[src/pnce_pkg.sv]
// Package for the parallel NOR command engine host controller.
// Assumes a 100 MHz system clock and an asynchronous x16 NOR part on the pins.
package pnce_pkg;
  localparam int          ADDR_W        = 19;
  localparam int          DATA_W        = 16;
  localparam int          CLK_NS        = 10;
  // Strobe timing, in ns, then in cycles (least times round up)
  localparam int          STROBE_LOW_NS = 40;
  localparam int          STROBE_LOW_CY = (STROBE_LOW_NS + CLK_NS - 1) / CLK_NS;
  localparam int          SETUP_NS      = 20;
  localparam int          SETUP_CY      = (SETUP_NS + CLK_NS - 1) / CLK_NS;
  localparam int          READ_NS       = 70;
  localparam int          READ_CY       = (READ_NS + CLK_NS - 1) / CLK_NS;
  localparam int          GLITCH_NS     = 5;
  localparam int          GLITCH_CY     = (GLITCH_NS + CLK_NS - 1) / CLK_NS;
  localparam int          SETTLE_US     = 1;
  localparam int          SETTLE_CY     = (SETTLE_US * 1000 + CLK_NS - 1) / CLK_NS;
  localparam int          PROG_US       = 20;
  localparam int          PROG_CY       = (PROG_US * 1000) / CLK_NS;
  localparam int          CNT_W         = 16;
  // Command codes and unlock addresses
  localparam logic [ADDR_W-1:0] UNLOCK_A1 = 19'h05555;
  localparam logic [ADDR_W-1:0] UNLOCK_A2 = 19'h02aaa;
  localparam logic [7:0]  CODE_UNLOCK1  = 8'haa;
  localparam logic [7:0]  CODE_UNLOCK2  = 8'h55;
  localparam logic [7:0]  CODE_PROGRAM  = 8'ha0;
  localparam logic [7:0]  CODE_ERASE    = 8'h80;
  localparam logic [7:0]  CODE_SECTOR   = 8'h30;
  localparam logic [7:0]  CODE_BLOCK    = 8'h50;
  localparam logic [7:0]  CODE_CHIP     = 8'h10;
  localparam int          SECTOR_LSB    = 11;
  localparam int          BLOCK_LSB     = 15;
  localparam int          POLL_BIT      = 7;
  localparam int          TOGGLE_BIT    = 6;
  localparam int          MAX_STEPS     = 6;
  typedef enum logic [2:0]
  {
    OP_READ    = 3'b000,
    OP_PROGRAM = 3'b001,
    OP_SECTOR  = 3'b010,
    OP_BLOCK   = 3'b011,
    OP_CHIP    = 3'b100
  } pnce_op_t;
endpackage : pnce_pkg

[src/pnce_cycle_if.sv]
// Bundle between the sequencer and the bus cycle engine.
// Assumes both sides share clk.
`timescale 1ns/100ps
interface pnce_cycle_if;
  import pnce_pkg::*;
  logic              req;
  logic              isWrite;
  logic [ADDR_W-1:0] addr;
  logic [DATA_W-1:0] wdata;
  logic              done;
  logic [DATA_W-1:0] rdata;
  modport seq (output req, isWrite, addr, wdata, input done, rdata);
  modport eng (input req, isWrite, addr, wdata, output done, rdata);
endinterface : pnce_cycle_if

[src/pnce_bus_cycle.sv]
// One asynchronous flash bus cycle, read or write, paced in clk cycles.
// Assumes the requester holds req until done pulses.
`timescale 1ns/100ps
module pnce_bus_cycle
  import pnce_pkg::*;
(
  input  wire logic                clk,
  input  wire logic                sys_rst,
  pnce_cycle_if.eng                cyc,
  input  wire logic [DATA_W-1:0]   flashDqIn,
  output logic                     chipSelect_n,
  output logic                     outputGate_n,
  output logic                     writeStrobe_n,
  output logic [ADDR_W-1:0]        flashAddr,
  output logic [DATA_W-1:0]        flashDqOut,
  output logic                     flashDqOe
);
  typedef enum logic [1:0]
  {
    CY_IDLE  = 2'b00,
    CY_SETUP = 2'b01,
    CY_PULSE = 2'b10,
    CY_DONE  = 2'b11
  } pnce_cy_t;
  pnce_cy_t         state_r;
  logic [CNT_W-1:0] cnt_r;
  logic             wr_r;

  always_ff @(posedge clk)
  begin
    if (sys_rst)
    begin
      state_r       <= CY_IDLE;
      cnt_r         <= '0;
      wr_r          <= 1'b0;
      chipSelect_n  <= 1'b1;
      outputGate_n  <= 1'b1;
      writeStrobe_n <= 1'b1;
      flashAddr     <= '0;
      flashDqOut    <= '0;
      flashDqOe     <= 1'b0;
      cyc.done      <= 1'b0;
      cyc.rdata     <= '0;
    end
    else
    begin
      cyc.done <= 1'b0;
      case (state_r)
        CY_IDLE:
        begin
          if (cyc.req)
          begin
            // Address is set up before the strobe; it is taken on the last falling edge
            flashAddr    <= cyc.addr;
            flashDqOut   <= cyc.wdata;
            flashDqOe    <= cyc.isWrite;
            wr_r         <= cyc.isWrite;
            chipSelect_n <= 1'b0;
            outputGate_n <= 1'b1;
            cnt_r        <= CNT_W'(SETUP_CY);
            state_r      <= CY_SETUP;
          end
        end
        CY_SETUP:
        begin
          if (cnt_r > CNT_W'(1))
            cnt_r <= cnt_r - CNT_W'(1);
          else
          begin
            // Write strobe low while select is low, far above the glitch floor
            if (wr_r)
            begin
              writeStrobe_n <= 1'b0;
              cnt_r         <= CNT_W'(STROBE_LOW_CY + GLITCH_CY);
            end
            else
            begin
              outputGate_n <= 1'b0;
              cnt_r        <= CNT_W'(READ_CY);
            end
            state_r <= CY_PULSE;
          end
        end
        CY_PULSE:
        begin
          if (cnt_r > CNT_W'(1))
            cnt_r <= cnt_r - CNT_W'(1);
          else
          begin
            // Strobe rises first so data is taken while still driven
            cyc.rdata     <= flashDqIn;
            writeStrobe_n <= 1'b1;
            outputGate_n  <= 1'b1;
            // Done leads the select release, so a held req is gone before idle
            cyc.done      <= 1'b1;
            state_r       <= CY_DONE;
          end
        end
        default:
        begin
          chipSelect_n <= 1'b1;
          flashDqOe    <= 1'b0;
          state_r      <= CY_IDLE;
        end
      endcase
    end
  end
endmodule : pnce_bus_cycle

[src/pnce_host.sv]
// Host controller that programs and erases an async x16 NOR flash over its pins.
// Assumes synchronous inputs; cmdStart is honoured only while cmdReady is high.
//
// Overview of operation
// - Host writes with write strobe low, select low
// - Host erases sector before programming its words; OP_PROGRAM does not erase, the caller issues OP_SECTOR first
// - Program: three unlock cycles then address/data
// - Sector 30H, block 50H in sixth cycle
// - Chip erase: 10H at 5555H sixth cycle
// - Inconsistent status: reread twice, both must pass
`timescale 1ns/100ps
module pnce_host
  import pnce_pkg::*;
#(
  parameter int PROG_TIMEOUT_CY = PROG_CY
)
(
  input  wire logic                clk,
  input  wire logic                sys_rst,
  input  wire logic                cmdStart,
  input  wire logic [2:0]          cmdOp,
  input  wire logic [ADDR_W-1:0]   cmdAddr,
  input  wire logic [DATA_W-1:0]   cmdData,
  output logic                     cmdReady,
  output logic                     cmdDone,
  output logic                     cmdError,
  output logic [DATA_W-1:0]        readData,
  input  wire logic [DATA_W-1:0]   flashDqIn,
  output logic [DATA_W-1:0]        flashDqOut,
  output logic                     flashDqOe,
  output logic [ADDR_W-1:0]        flashAddr,
  output logic                     chipSelect_n,
  output logic                     outputGate_n,
  output logic                     writeStrobe_n
);
  typedef enum logic [2:0]
  {
    ST_IDLE  = 3'b000,
    ST_WRITE = 3'b001,
    ST_POLL  = 3'b010,
    ST_CHECK = 3'b011,
    ST_WAIT  = 3'b100,
    ST_READ  = 3'b101,
    ST_END   = 3'b110
  } pnce_st_t;

  pnce_cycle_if cyc ();

  pnce_st_t          state_r;
  pnce_op_t          op_r;
  logic [ADDR_W-1:0] addr_r;
  logic [DATA_W-1:0] data_r;
  logic [2:0]        step_r;
  logic [DATA_W-1:0] prevStatus_r;
  logic [1:0]        reread_r;
  logic [CNT_W-1:0]  wait_r;
  logic [31:0]       busy_r;
  logic              firstPoll_r;
  logic [ADDR_W-1:0] stepAddr;
  logic [DATA_W-1:0] stepData;
  logic [2:0]        lastStep;

  // Erase address aligned to its granule
  function automatic logic [ADDR_W-1:0] alignAddr(input logic [ADDR_W-1:0] a, input int lsb);
    alignAddr = (a >> lsb) << lsb;
  endfunction : alignAddr

  function automatic logic [DATA_W-1:0] cmdWord(input logic [7:0] code);
    cmdWord = {8'h00, code};
  endfunction : cmdWord

  pnce_bus_cycle u_cycle
  (
    .clk           (clk),
    .sys_rst       (sys_rst),
    .cyc           (cyc),
    .flashDqIn     (flashDqIn),
    .chipSelect_n  (chipSelect_n),
    .outputGate_n  (outputGate_n),
    .writeStrobe_n (writeStrobe_n),
    .flashAddr     (flashAddr),
    .flashDqOut    (flashDqOut),
    .flashDqOe     (flashDqOe)
  );

  // Sequence table; protection is permanent so every change is unlocked
  always_comb
  begin
    lastStep = (op_r == OP_PROGRAM) ? 3'h3 : 3'h5;
    stepAddr = UNLOCK_A1;
    stepData = cmdWord(CODE_UNLOCK1);
    case (step_r)
      3'h0: stepData = cmdWord(CODE_UNLOCK1);
      3'h1:
      begin
        stepAddr = UNLOCK_A2;
        stepData = cmdWord(CODE_UNLOCK2);
      end
      3'h2: stepData = cmdWord((op_r == OP_PROGRAM) ? CODE_PROGRAM : CODE_ERASE);
      3'h3:
      begin
        if (op_r == OP_PROGRAM)
        begin
          stepAddr = addr_r;
          stepData = data_r;
        end
        else
          stepData = cmdWord(CODE_UNLOCK1);
      end
      3'h4:
      begin
        stepAddr = UNLOCK_A2;
        stepData = cmdWord(CODE_UNLOCK2);
      end
      default:
      begin
        if (op_r == OP_SECTOR)
        begin
          stepAddr = alignAddr(addr_r, SECTOR_LSB);
          stepData = cmdWord(CODE_SECTOR);
        end
        else if (op_r == OP_BLOCK)
        begin
          stepAddr = alignAddr(addr_r, BLOCK_LSB);
          stepData = cmdWord(CODE_BLOCK);
        end
        else
          stepData = cmdWord(CODE_CHIP);
      end
    endcase
  end

  always_ff @(posedge clk)
  begin
    if (sys_rst)
    begin
      state_r      <= ST_IDLE;
      op_r         <= OP_READ;
      addr_r       <= '0;
      data_r       <= '0;
      step_r       <= '0;
      prevStatus_r <= '0;
      reread_r     <= '0;
      wait_r       <= '0;
      busy_r       <= '0;
      firstPoll_r  <= 1'b0;
      cmdReady     <= 1'b0;
      cmdDone      <= 1'b0;
      cmdError     <= 1'b0;
      readData     <= '0;
      cyc.req      <= 1'b0;
      cyc.isWrite  <= 1'b0;
      cyc.addr     <= '0;
      cyc.wdata    <= '0;
    end
    else
    begin
      cmdDone <= 1'b0;
      case (state_r)
        ST_IDLE:
        begin
          cmdReady <= 1'b1;
          if (cmdStart && cmdReady)
          begin
            cmdReady <= 1'b0;
            cmdError <= 1'b0;
            addr_r   <= cmdAddr;
            data_r   <= cmdData;
            step_r   <= '0;
            if (cmdOp > 3'(OP_CHIP))
            begin
              op_r  <= OP_READ;
              state_r <= ST_READ;
            end
            else
            begin
              op_r    <= pnce_op_t'(cmdOp);
              state_r <= (cmdOp == 3'(OP_READ)) ? ST_READ : ST_WRITE;
            end
          end
        end
        ST_WRITE:
        begin
          cyc.req     <= 1'b1;
          cyc.isWrite <= 1'b1;
          cyc.addr    <= stepAddr;
          cyc.wdata   <= stepData;
          if (cyc.done)
          begin
            cyc.req <= 1'b0;
            if (step_r == lastStep)
            begin
              // No new command until status says idle, or until a program poll times out
              busy_r      <= '0;
              reread_r    <= '0;
              firstPoll_r <= 1'b1;
              state_r     <= ST_POLL;
            end
            else
              step_r <= step_r + 3'h1;
          end
        end
        ST_POLL:
        begin
          busy_r      <= busy_r + 32'h1;
          cyc.req     <= 1'b1;
          cyc.isWrite <= 1'b0;
          cyc.addr    <= addr_r;
          if (cyc.done)
          begin
            cyc.req <= 1'b0;
            state_r <= ST_CHECK;
          end
        end
        ST_CHECK:
        begin
          busy_r       <= busy_r + 32'h1;
          prevStatus_r <= cyc.rdata;
          firstPoll_r  <= 1'b0;
          // Toggle bit stops and poll bit reads final value when finished
          if (!firstPoll_r
              && (cyc.rdata[TOGGLE_BIT] == prevStatus_r[TOGGLE_BIT])
              && (cyc.rdata[POLL_BIT] == ((op_r == OP_PROGRAM) ? data_r[POLL_BIT]
                                                                : 1'b1)))
          begin
            // A read racing completion is trusted only after two clean rereads
            if (reread_r == 2'h2)
            begin
              wait_r  <= CNT_W'(SETTLE_CY);
              state_r <= ST_WAIT;
            end
            else
            begin
              reread_r <= reread_r + 2'h1;
              state_r  <= ST_POLL;
            end
          end
          else
          begin
            reread_r <= '0;
            if (op_r == OP_PROGRAM && busy_r >= 32'(PROG_TIMEOUT_CY))
            begin
              cmdError <= 1'b1;
              state_r  <= ST_END;
            end
            else
              state_r <= ST_POLL;
          end
        end
        ST_WAIT:
        begin
          if (wait_r > CNT_W'(1))
            wait_r <= wait_r - CNT_W'(1);
          else
            state_r <= ST_READ;
        end
        ST_READ:
        begin
          cyc.req     <= 1'b1;
          cyc.isWrite <= 1'b0;
          cyc.addr    <= addr_r;
          if (cyc.done)
          begin
            cyc.req  <= 1'b0;
            readData <= cyc.rdata;
            if (op_r == OP_PROGRAM && cyc.rdata != data_r)
              cmdError <= 1'b1;
            state_r <= ST_END;
          end
        end
        default:
        begin
          cmdDone <= 1'b1;
          state_r <= ST_IDLE;
        end
      endcase
    end
  end
endmodule : pnce_host

[config.mk]
export PLATFORM = sky130hd
export DESIGN_NAME = pnce_host
export DESIGN_NICKNAME = d
export VERILOG_FILES = /design/src/pnce_pkg.sv /design/src/pnce_cycle_if.sv /design/src/pnce_bus_cycle.sv /design/src/pnce_host.sv
export SDC_FILE = /design/constraint.sdc
export NUM_CORES = 1
export LEC_CHECK = 0
export ABC_AREA = 1
export BUFFER_PORTS_ARGS = -buffer_cell sky130_fd_sc_hd__clkbuf_2
export CAP_MARGIN = 20
export CORE_MARGIN = 2
export CORE_UTILIZATION = 55
export CTS_BUF_LIST = sky130_fd_sc_hd__clkbuf_8
export DETAILED_ROUTE_END_ITERATION = 10
export MAX_ROUTING_LAYER = met4
export PLACE_DENSITY = 0.85
export SYNTH_ARGS = -nofsm -noshare
export SYNTH_HDL_FRONTEND = slang
export SYNTH_HIERARCHICAL = 1
export SYNTH_SLANG_ARGS = --single-unit
[constraint.sdc]
create_clock -name clk -period 2.35 [get_ports clk]
set_clock_uncertainty 0.2 [all_clocks]
set_input_delay 0.3525 -clock clk [delete_from_list [all_inputs] [get_ports clk]]
set_output_delay 0.3525 -clock clk [all_outputs]
set_load 0.01 [all_outputs]
==> results of run 1 <==
[timing repair]
item,CTS,global route
gates resized for setup,0,5
setup endpoints to repair,0,18
buffers inserted,0,6
hold buffers,51,0
endpoints found under the hold margin,51,0
[per-layer routing]
| metal | global-route usage [%] | wire [um] | vias to the layer above |
|---|---|---|---|
| li1 | - | - | 5383 |
| met1 | 35.5 | 12500 | 4991 |
| met2 | 47.3 | 14200 | 432 |
| met3 | 5.00 | 1870 | 116 |
| met4 | 14.9 | 1380 | 0 |
| met5 | - | 0 | - |
[cell type report]
type,instances,area [um2]
clock buffer,44,606
inverter,132,500
fill,1633,6440
tap,265,332
timing repair buffer,191,1340
multi-input combinational,1140,5520
clock inverter,20,115
sequential,227,4540
[power breakdown]
group	leakage (nW)	switching, W	internal (W)	total (W)
clock	0.420	0.00157	0.00181	0.00339
sequential	1.85	0.000723	0.00478	0.00550
combinational	3.36	0.00399	0.00223	0.00622
[worst max-delay path, stage by stage, from the launching register on]
cell and delay, ps:
sky130_fd_sc_hd__dfxtp_1 590, sky130_fd_sc_hd__inv_2 130, sky130_fd_sc_hd__nor2_2 160, sky130_fd_sc_hd__buf_4 270
sky130_fd_sc_hd__nand2_1 430, sky130_fd_sc_hd__nand2_1 230, sky130_fd_sc_hd__a21oi_1 100
[metrics by stage]
step                setup WS (ps)  total power [W]  instances  TNS (ps)  hold slack, ps
floorplan                     500          0.00996       1560         0             225
global placement              170           0.0113       1897         0             241
detailed placement           99.5           0.0114       1897         0             251
CTS                          58.1           0.0149       2012         0            3.38
global route                -7.94           0.0162       2019     -7.94            6.42
finish                       82.0           0.0151       2019         0            7.31
[worst max path at each step]
| stage | cells past startpoint | to | slack [ps] | startpoint |
|---|---|---|---|---|
| 2_1_floorplan | 10 | cyc.addr[0] | 500 | step_r[1] |
| 3_3_place_gp | 10 | cyc.addr[6] | 170 | step_r[0] |
| 3_5_place_dp | 10 | cyc.addr[6] | 100 | step_r[0] |
| 4_1_cts | 10 | cyc.addr[6] | 60 | step_r[0] |
| 5_1_grt | 13 | cyc.addr[6] | -8 | step_r[1] |
| 6_report | 6 | readData[7] | 80 | state_r[2] |
[registers in the layout, indices dropped and copies added, names as in the netlist, 3 cells and up]
name / flops
addr_r: 19
busy_r: 32
cyc.addr: 19
cyc.wdata: 16
data_r: 16
op_r: 3
readData: 16
state_r: 3
step_r: 3
u_cycle/cnt_r: 16
u_cycle/cyc.rdata: 16
u_cycle/flashAddr: 19
u_cycle/flashDqOut: 16
wait_r: 16
[placed cells by master, fill, tap and decap left out, drive strengths merged, types with 24 or more instances in the layout]
master / n
inv: 144
nand3: 99
nand2: 335
o21ai: 129
a21oi: 128
nor2: 308
dlygate4sd3: 51
clkbuf: 157
buf: 27
dfxtp: 227
nor3: 24
[logic make-up after synthesis]
kind of cell,share of synthesized area (%)
adder cells (fa/ha/maj),2.07
flip-flops,41.8
buffers and inverters,7.42
AO/OA/AOI/OAI,14.5
AND/OR/NAND/NOR,32.1
XOR/XNOR,2.10
==> out/results.txt, run 1 <==
Status: finished clean
Effective utilization at floorplan: 56.0%
Number of top-level pins: 115
Synthesis-to-finish area growth: 19.3%
Maximum count of clock buffers along a single path: 3
Inserted Diodes: 0
Post-layout utilization of the core: 66.8%
Peak VDD IR: 0.510 mV
Critical path required time: 2510 ps
Antenna violations before repair: 0
Area after detailed placement: 11700 um2
Slew at the pin closest to its max-slew limit: 941 ps
Cell taking the most area after synthesis: sky130_fd_sc_hd__dfxtp_1
Max-cap violations: 0
Root buffer selected by CTS: sky130_fd_sc_hd__clkbuf_8
Count of final hold-check violations: 0
Max transition margin: 37.3%
Endpoint, Worst Hold: u_cycle/cnt_r[7]
Number of global-route vias before repair: 10200
Dpl hpwl: 19500 um
Data arrival, critical path: 2430 ps
Area of the core: 19400 um2
P per Cell Area: 1170 nW/um2
Category of the worst setup path capture point: register
CTS buffer count: 39
Count of flip-flops with a built-in enable after synthesis: 0
Register-to-register path setup slack: 80 ps
Synth top area cells: sky130_fd_sc_hd__dfxtp_1, sky130_fd_sc_hd__nand2_1, sky130_fd_sc_hd__nor2_1, sky130_fd_sc_hd__a21oi_1, sky130_fd_sc_hd__o21ai_0
Share of cells above drive strength 1: 14.8%
Number of cells produced by synthesis: 1560
Post-Synthesis Cell Area: 10900 um2
Post-route fraction of the period consumed by the critical path: 96.5%
Minimum clock period: 2270 ps
Clock transition at path regs: 60 ps
Average routed wire per standard cell: 14.8 um
Worst Hold Launch: sys_rst
Initial DRT Pass Iterations: 5
Final Routed Wirelength: 29900 um
RePlAce Congestion: 0.921
Floorplan die width: 145 um
Chip height: 145 um
Detail-routed via count per cell: 5.41
Overall fraction of global-route tracks in use: 29.4%
Commonest cells in the netlist: sky130_fd_sc_hd__nand2_1, sky130_fd_sc_hd__nor2_1, sky130_fd_sc_hd__dfxtp_1, sky130_fd_sc_hd__a21oi_1, sky130_fd_sc_hd__o21ai_0
Antenna-violating nets left: 0
FF-to-FF path depth: 6
Flip-flop and latch count after synthesis: 227
Number of stages on the worst hold path: 4
Total via count in the routed design: 10900
Startpoint kind of the worst setup timing path: register
Path type of the worst setup path: register to register
Worst hold path type: input port to register
Async S/R FF share, synth: 0%
Syn_nets: 1635
Yosys warning count: 6
Final design instance area without fill: 13000 um2
Primary FF master, synth: sky130_fd_sc_hd__dfxtp_1
Library cell with the highest instance count after synthesis: sky130_fd_sc_hd__nand2_1
Count of nets after finishing: 1806
Max-slew violation count: 0
Remaining DRCs: 0
FP Rows: 51
Level count of the clock H-tree: 2
Mean area per synthesized cell: 6.96 um2
Sequential cell area fraction in the yosys report: 41.8%
Maximum number of pins on one net before global-route repair: 83
Count of final setup violators: 0
Reg-to-reg critical path startpoint: state_r[2]
Pleak: 5.63 nW
Maximum fanout encountered on the critical timing path: 20
Wire length of the first global-routing pass: 48600 um
Count of input and output buffers: 114
Reg2Reg Capture Point: readData[7]
Clock latency reported for the late side of the worst-skew pair: 540 ps
Fraction of synthesized cell area taken by the top area cell type: 41.8%
Number of distinct library cells after synthesis: 46
Fmax: 441 MHz
CTS sink count: 227
Overflow after GRT: 0
CTS tree: done
Number of DRC markers in iteration 0: 911
Die ar.: 20900 um2
Note: power is estimated with default switching activity, not from simulation.
==> inputs of run 2 (changes only) <==
--- a/config.mk
+++ b/config.mk
@@ -13,7 +13,7 @@
 export CTS_BUF_LIST = sky130_fd_sc_hd__clkbuf_8
 export DETAILED_ROUTE_END_ITERATION = 10
 export MAX_ROUTING_LAYER = met4
-export PLACE_DENSITY = 0.85
+export PLACE_DENSITY = 0.86
 export SYNTH_ARGS = -nofsm -noshare
 export SYNTH_HDL_FRONTEND = slang
 export SYNTH_HIERARCHICAL = 1
==> out/results.txt, run 2 (same netlist as run 1, synthesis figures left out) <==
Status: finished clean
Max-cap violations: 0
Net switching power of the design: 0.00626 W
Post-route fraction of the period consumed by the critical path: 94.3%
Floorplan die width: 145 um
Cell internal power dissipation: 0.00884 W
Switching share of total power: 41.5%
Level count of the clock H-tree: 2
Cells along the critical path: nand2_4, nor2_8, inv_2, buf_4, nor2_2, nand2_1, a21oi_1
Count of input and output buffers: 114
Max-slew violation count: 0
RePlAce Congestion: 0.965
Placed cells: 1902
Number of top-level pins: 115
Maximum count of clock buffers along a single path: 3
Number of DRC markers in iteration 0: 838
Global route hottest layer: met2
Max transition margin: 48.5%
Clk network pwr share: 22.7%
Detail-routed via count per cell: 5.45
CP max stage cell: sky130_fd_sc_hd__dfxtp_1
Number of flip-flops in the largest register: 32
Effective utilization at floorplan: 56.0%
Maximum fanout encountered on the critical timing path: 17
Count of final hold-check violations: 0
Met3 track demand over resource: 5.30%
Minimum clock period: 2220 ps
Data arrival, critical path: 2450 ps
FP Rows: 51
Fraction of met1 tracks used by global routing: 35.0%
Most frequent cells in the layout: sky130_fd_sc_hd__nand2_1, sky130_fd_sc_hd__nor2_1, sky130_fd_sc_hd__dfxtp_1
P per Cell Area: 1170 nW/um2
Antenna violations before repair: 0
Count of final setup violators: 0
Antenna-violating nets left: 0
Critical path required time: 2590 ps
Total negative slack: 0 ps
Slew at the pin closest to its max-slew limit: 773 ps
Share of cells above drive strength 1: 14.8%
Count of nets after finishing: 1804
Category of the worst setup path capture point: register
Number of global-route vias before repair: 10500
Clock latency reported for the late side of the worst-skew pair: 540 ps
Total via count in the routed design: 11000
Root buffer selected by CTS: sky130_fd_sc_hd__clkbuf_8
CTS buffer count: 37
Peak VDD IR: 0.479 mV
Path type of the worst setup path: register to register
Dpl hpwl: 19900 um
Initial DRT Pass Iterations: 6
Most common cell after layout, fill and taps aside: sky130_fd_sc_hd__nand2_1
Synthesis-to-finish area growth: 19.3%
CTS tree: done
Final Routed Wirelength: 30000 um
Remaining DRCs: 0
Pleak: 5.61 nW
Average routed wire per standard cell: 14.9 um
CTS sink count: 227
Clock transition at path regs: 60 ps
Worst hold path type: input port to register
GR Layer Usage met2: 48.7%
RSZ-0062 raised after global routing: false
Sequential power share: 36.4%
Logic gate share of total power: 40.9%
Area of the core: 19400 um2
Fmax: 451 MHz
Final cell count without fillers: 2016
Wire length of the first global-routing pass: 48800 um
Startpoint kind of the worst setup timing path: register
Peak per-stage delay on the critical path: 480 ps
WHS: 50.5 ps
Biggest register: busy_r
Chip height: 145 um
Die ar.: 20900 um2
Inserted Diodes: 0
Overflow after GRT: 0
Overall fraction of global-route tracks in use: 29.5%
Maximum number of pins on one net before global-route repair: 68
-- run 2: worst max-delay path: cells and delay by family, from the launching register on --
family,cells,cell delay (ps)
AO/OA/AOI/OAI,1,240
AND/OR/NAND/NOR,4,900
buffers and inverters,2,300
flip-flops,1,480
-- run 2: per-layer routing --
layer / wire (um) / share of wire, % / vias to the layer above
met2: 14400 / 48 / 480
met5: 0 / 0 / -
li1: - / - / 5381
met4: 1190 / 4.0 / 0
met1: 12300 / 41 / 5003
met3: 2150 / 7.2 / 125
-- run 2: final timing paths --
check / endpoint / start / cells after the start / slack [ps]
worst max-delay path: cyc.wdata[9] / state_r[0] / 7 / 130
worst min-delay path: op_r[1] / cmdOp[2] / 4 / 50
worst max register to register: cyc.wdata[9] / state_r[0] / 7 / 130
worst min register to register: addr_r[4] / addr_r[4] / 2 / 260
-- run 2: area by class of cell --
| type | count | area [um2] |
|---|---|---|
| inverters | 132 | 500 |
| repair buffers | 191 | 1330 |
| well taps | 265 | 332 |
| fillers | 1586 | 6450 |
| multi-input cells | 1140 | 5520 |
| clock buffers | 46 | 633 |
| flip-flops and latches | 227 | 4550 |
| clock inverters | 15 | 92.6 |
-- run 2: power by group through the flow --
stage                     sequential [W]  clock [W]  combinational, W
after floorplan                  0.00543          0           0.00453
after global placement           0.00549          0           0.00573
after detailed placement         0.00552          0           0.00593
after CTS                        0.00545    0.00346           0.00607
after global routing             0.00558    0.00365           0.00691
final                            0.00549    0.00343           0.00618
-- run 2: through the flow --
stage | total power [W] | cell area (um2) | util, % | setup slack (ps)
2_1_floorplan | 0.00996 | 10900 | - | 500
3_3_place_gp | 0.0112 | 11700 | 60.3 | 268
6_report | 0.0151 | 13000 | 66.8 | 135
3_5_place_dp | 0.0114 | 11700 | 60.3 | 185
5_1_grt | 0.0161 | 13000 | 66.8 | 2.93
4_1_cts | 0.0150 | 12900 | 66.7 | 171
-- run 2: repair_timing --
action / in CTS / in global routing
buffers inserted: 0 / 0
hold buffers: 53 / 0
setup endpoints to repair: 0 / 9
resized for setup: 0 / 4
endpoints found under the hold margin: 53 / 0
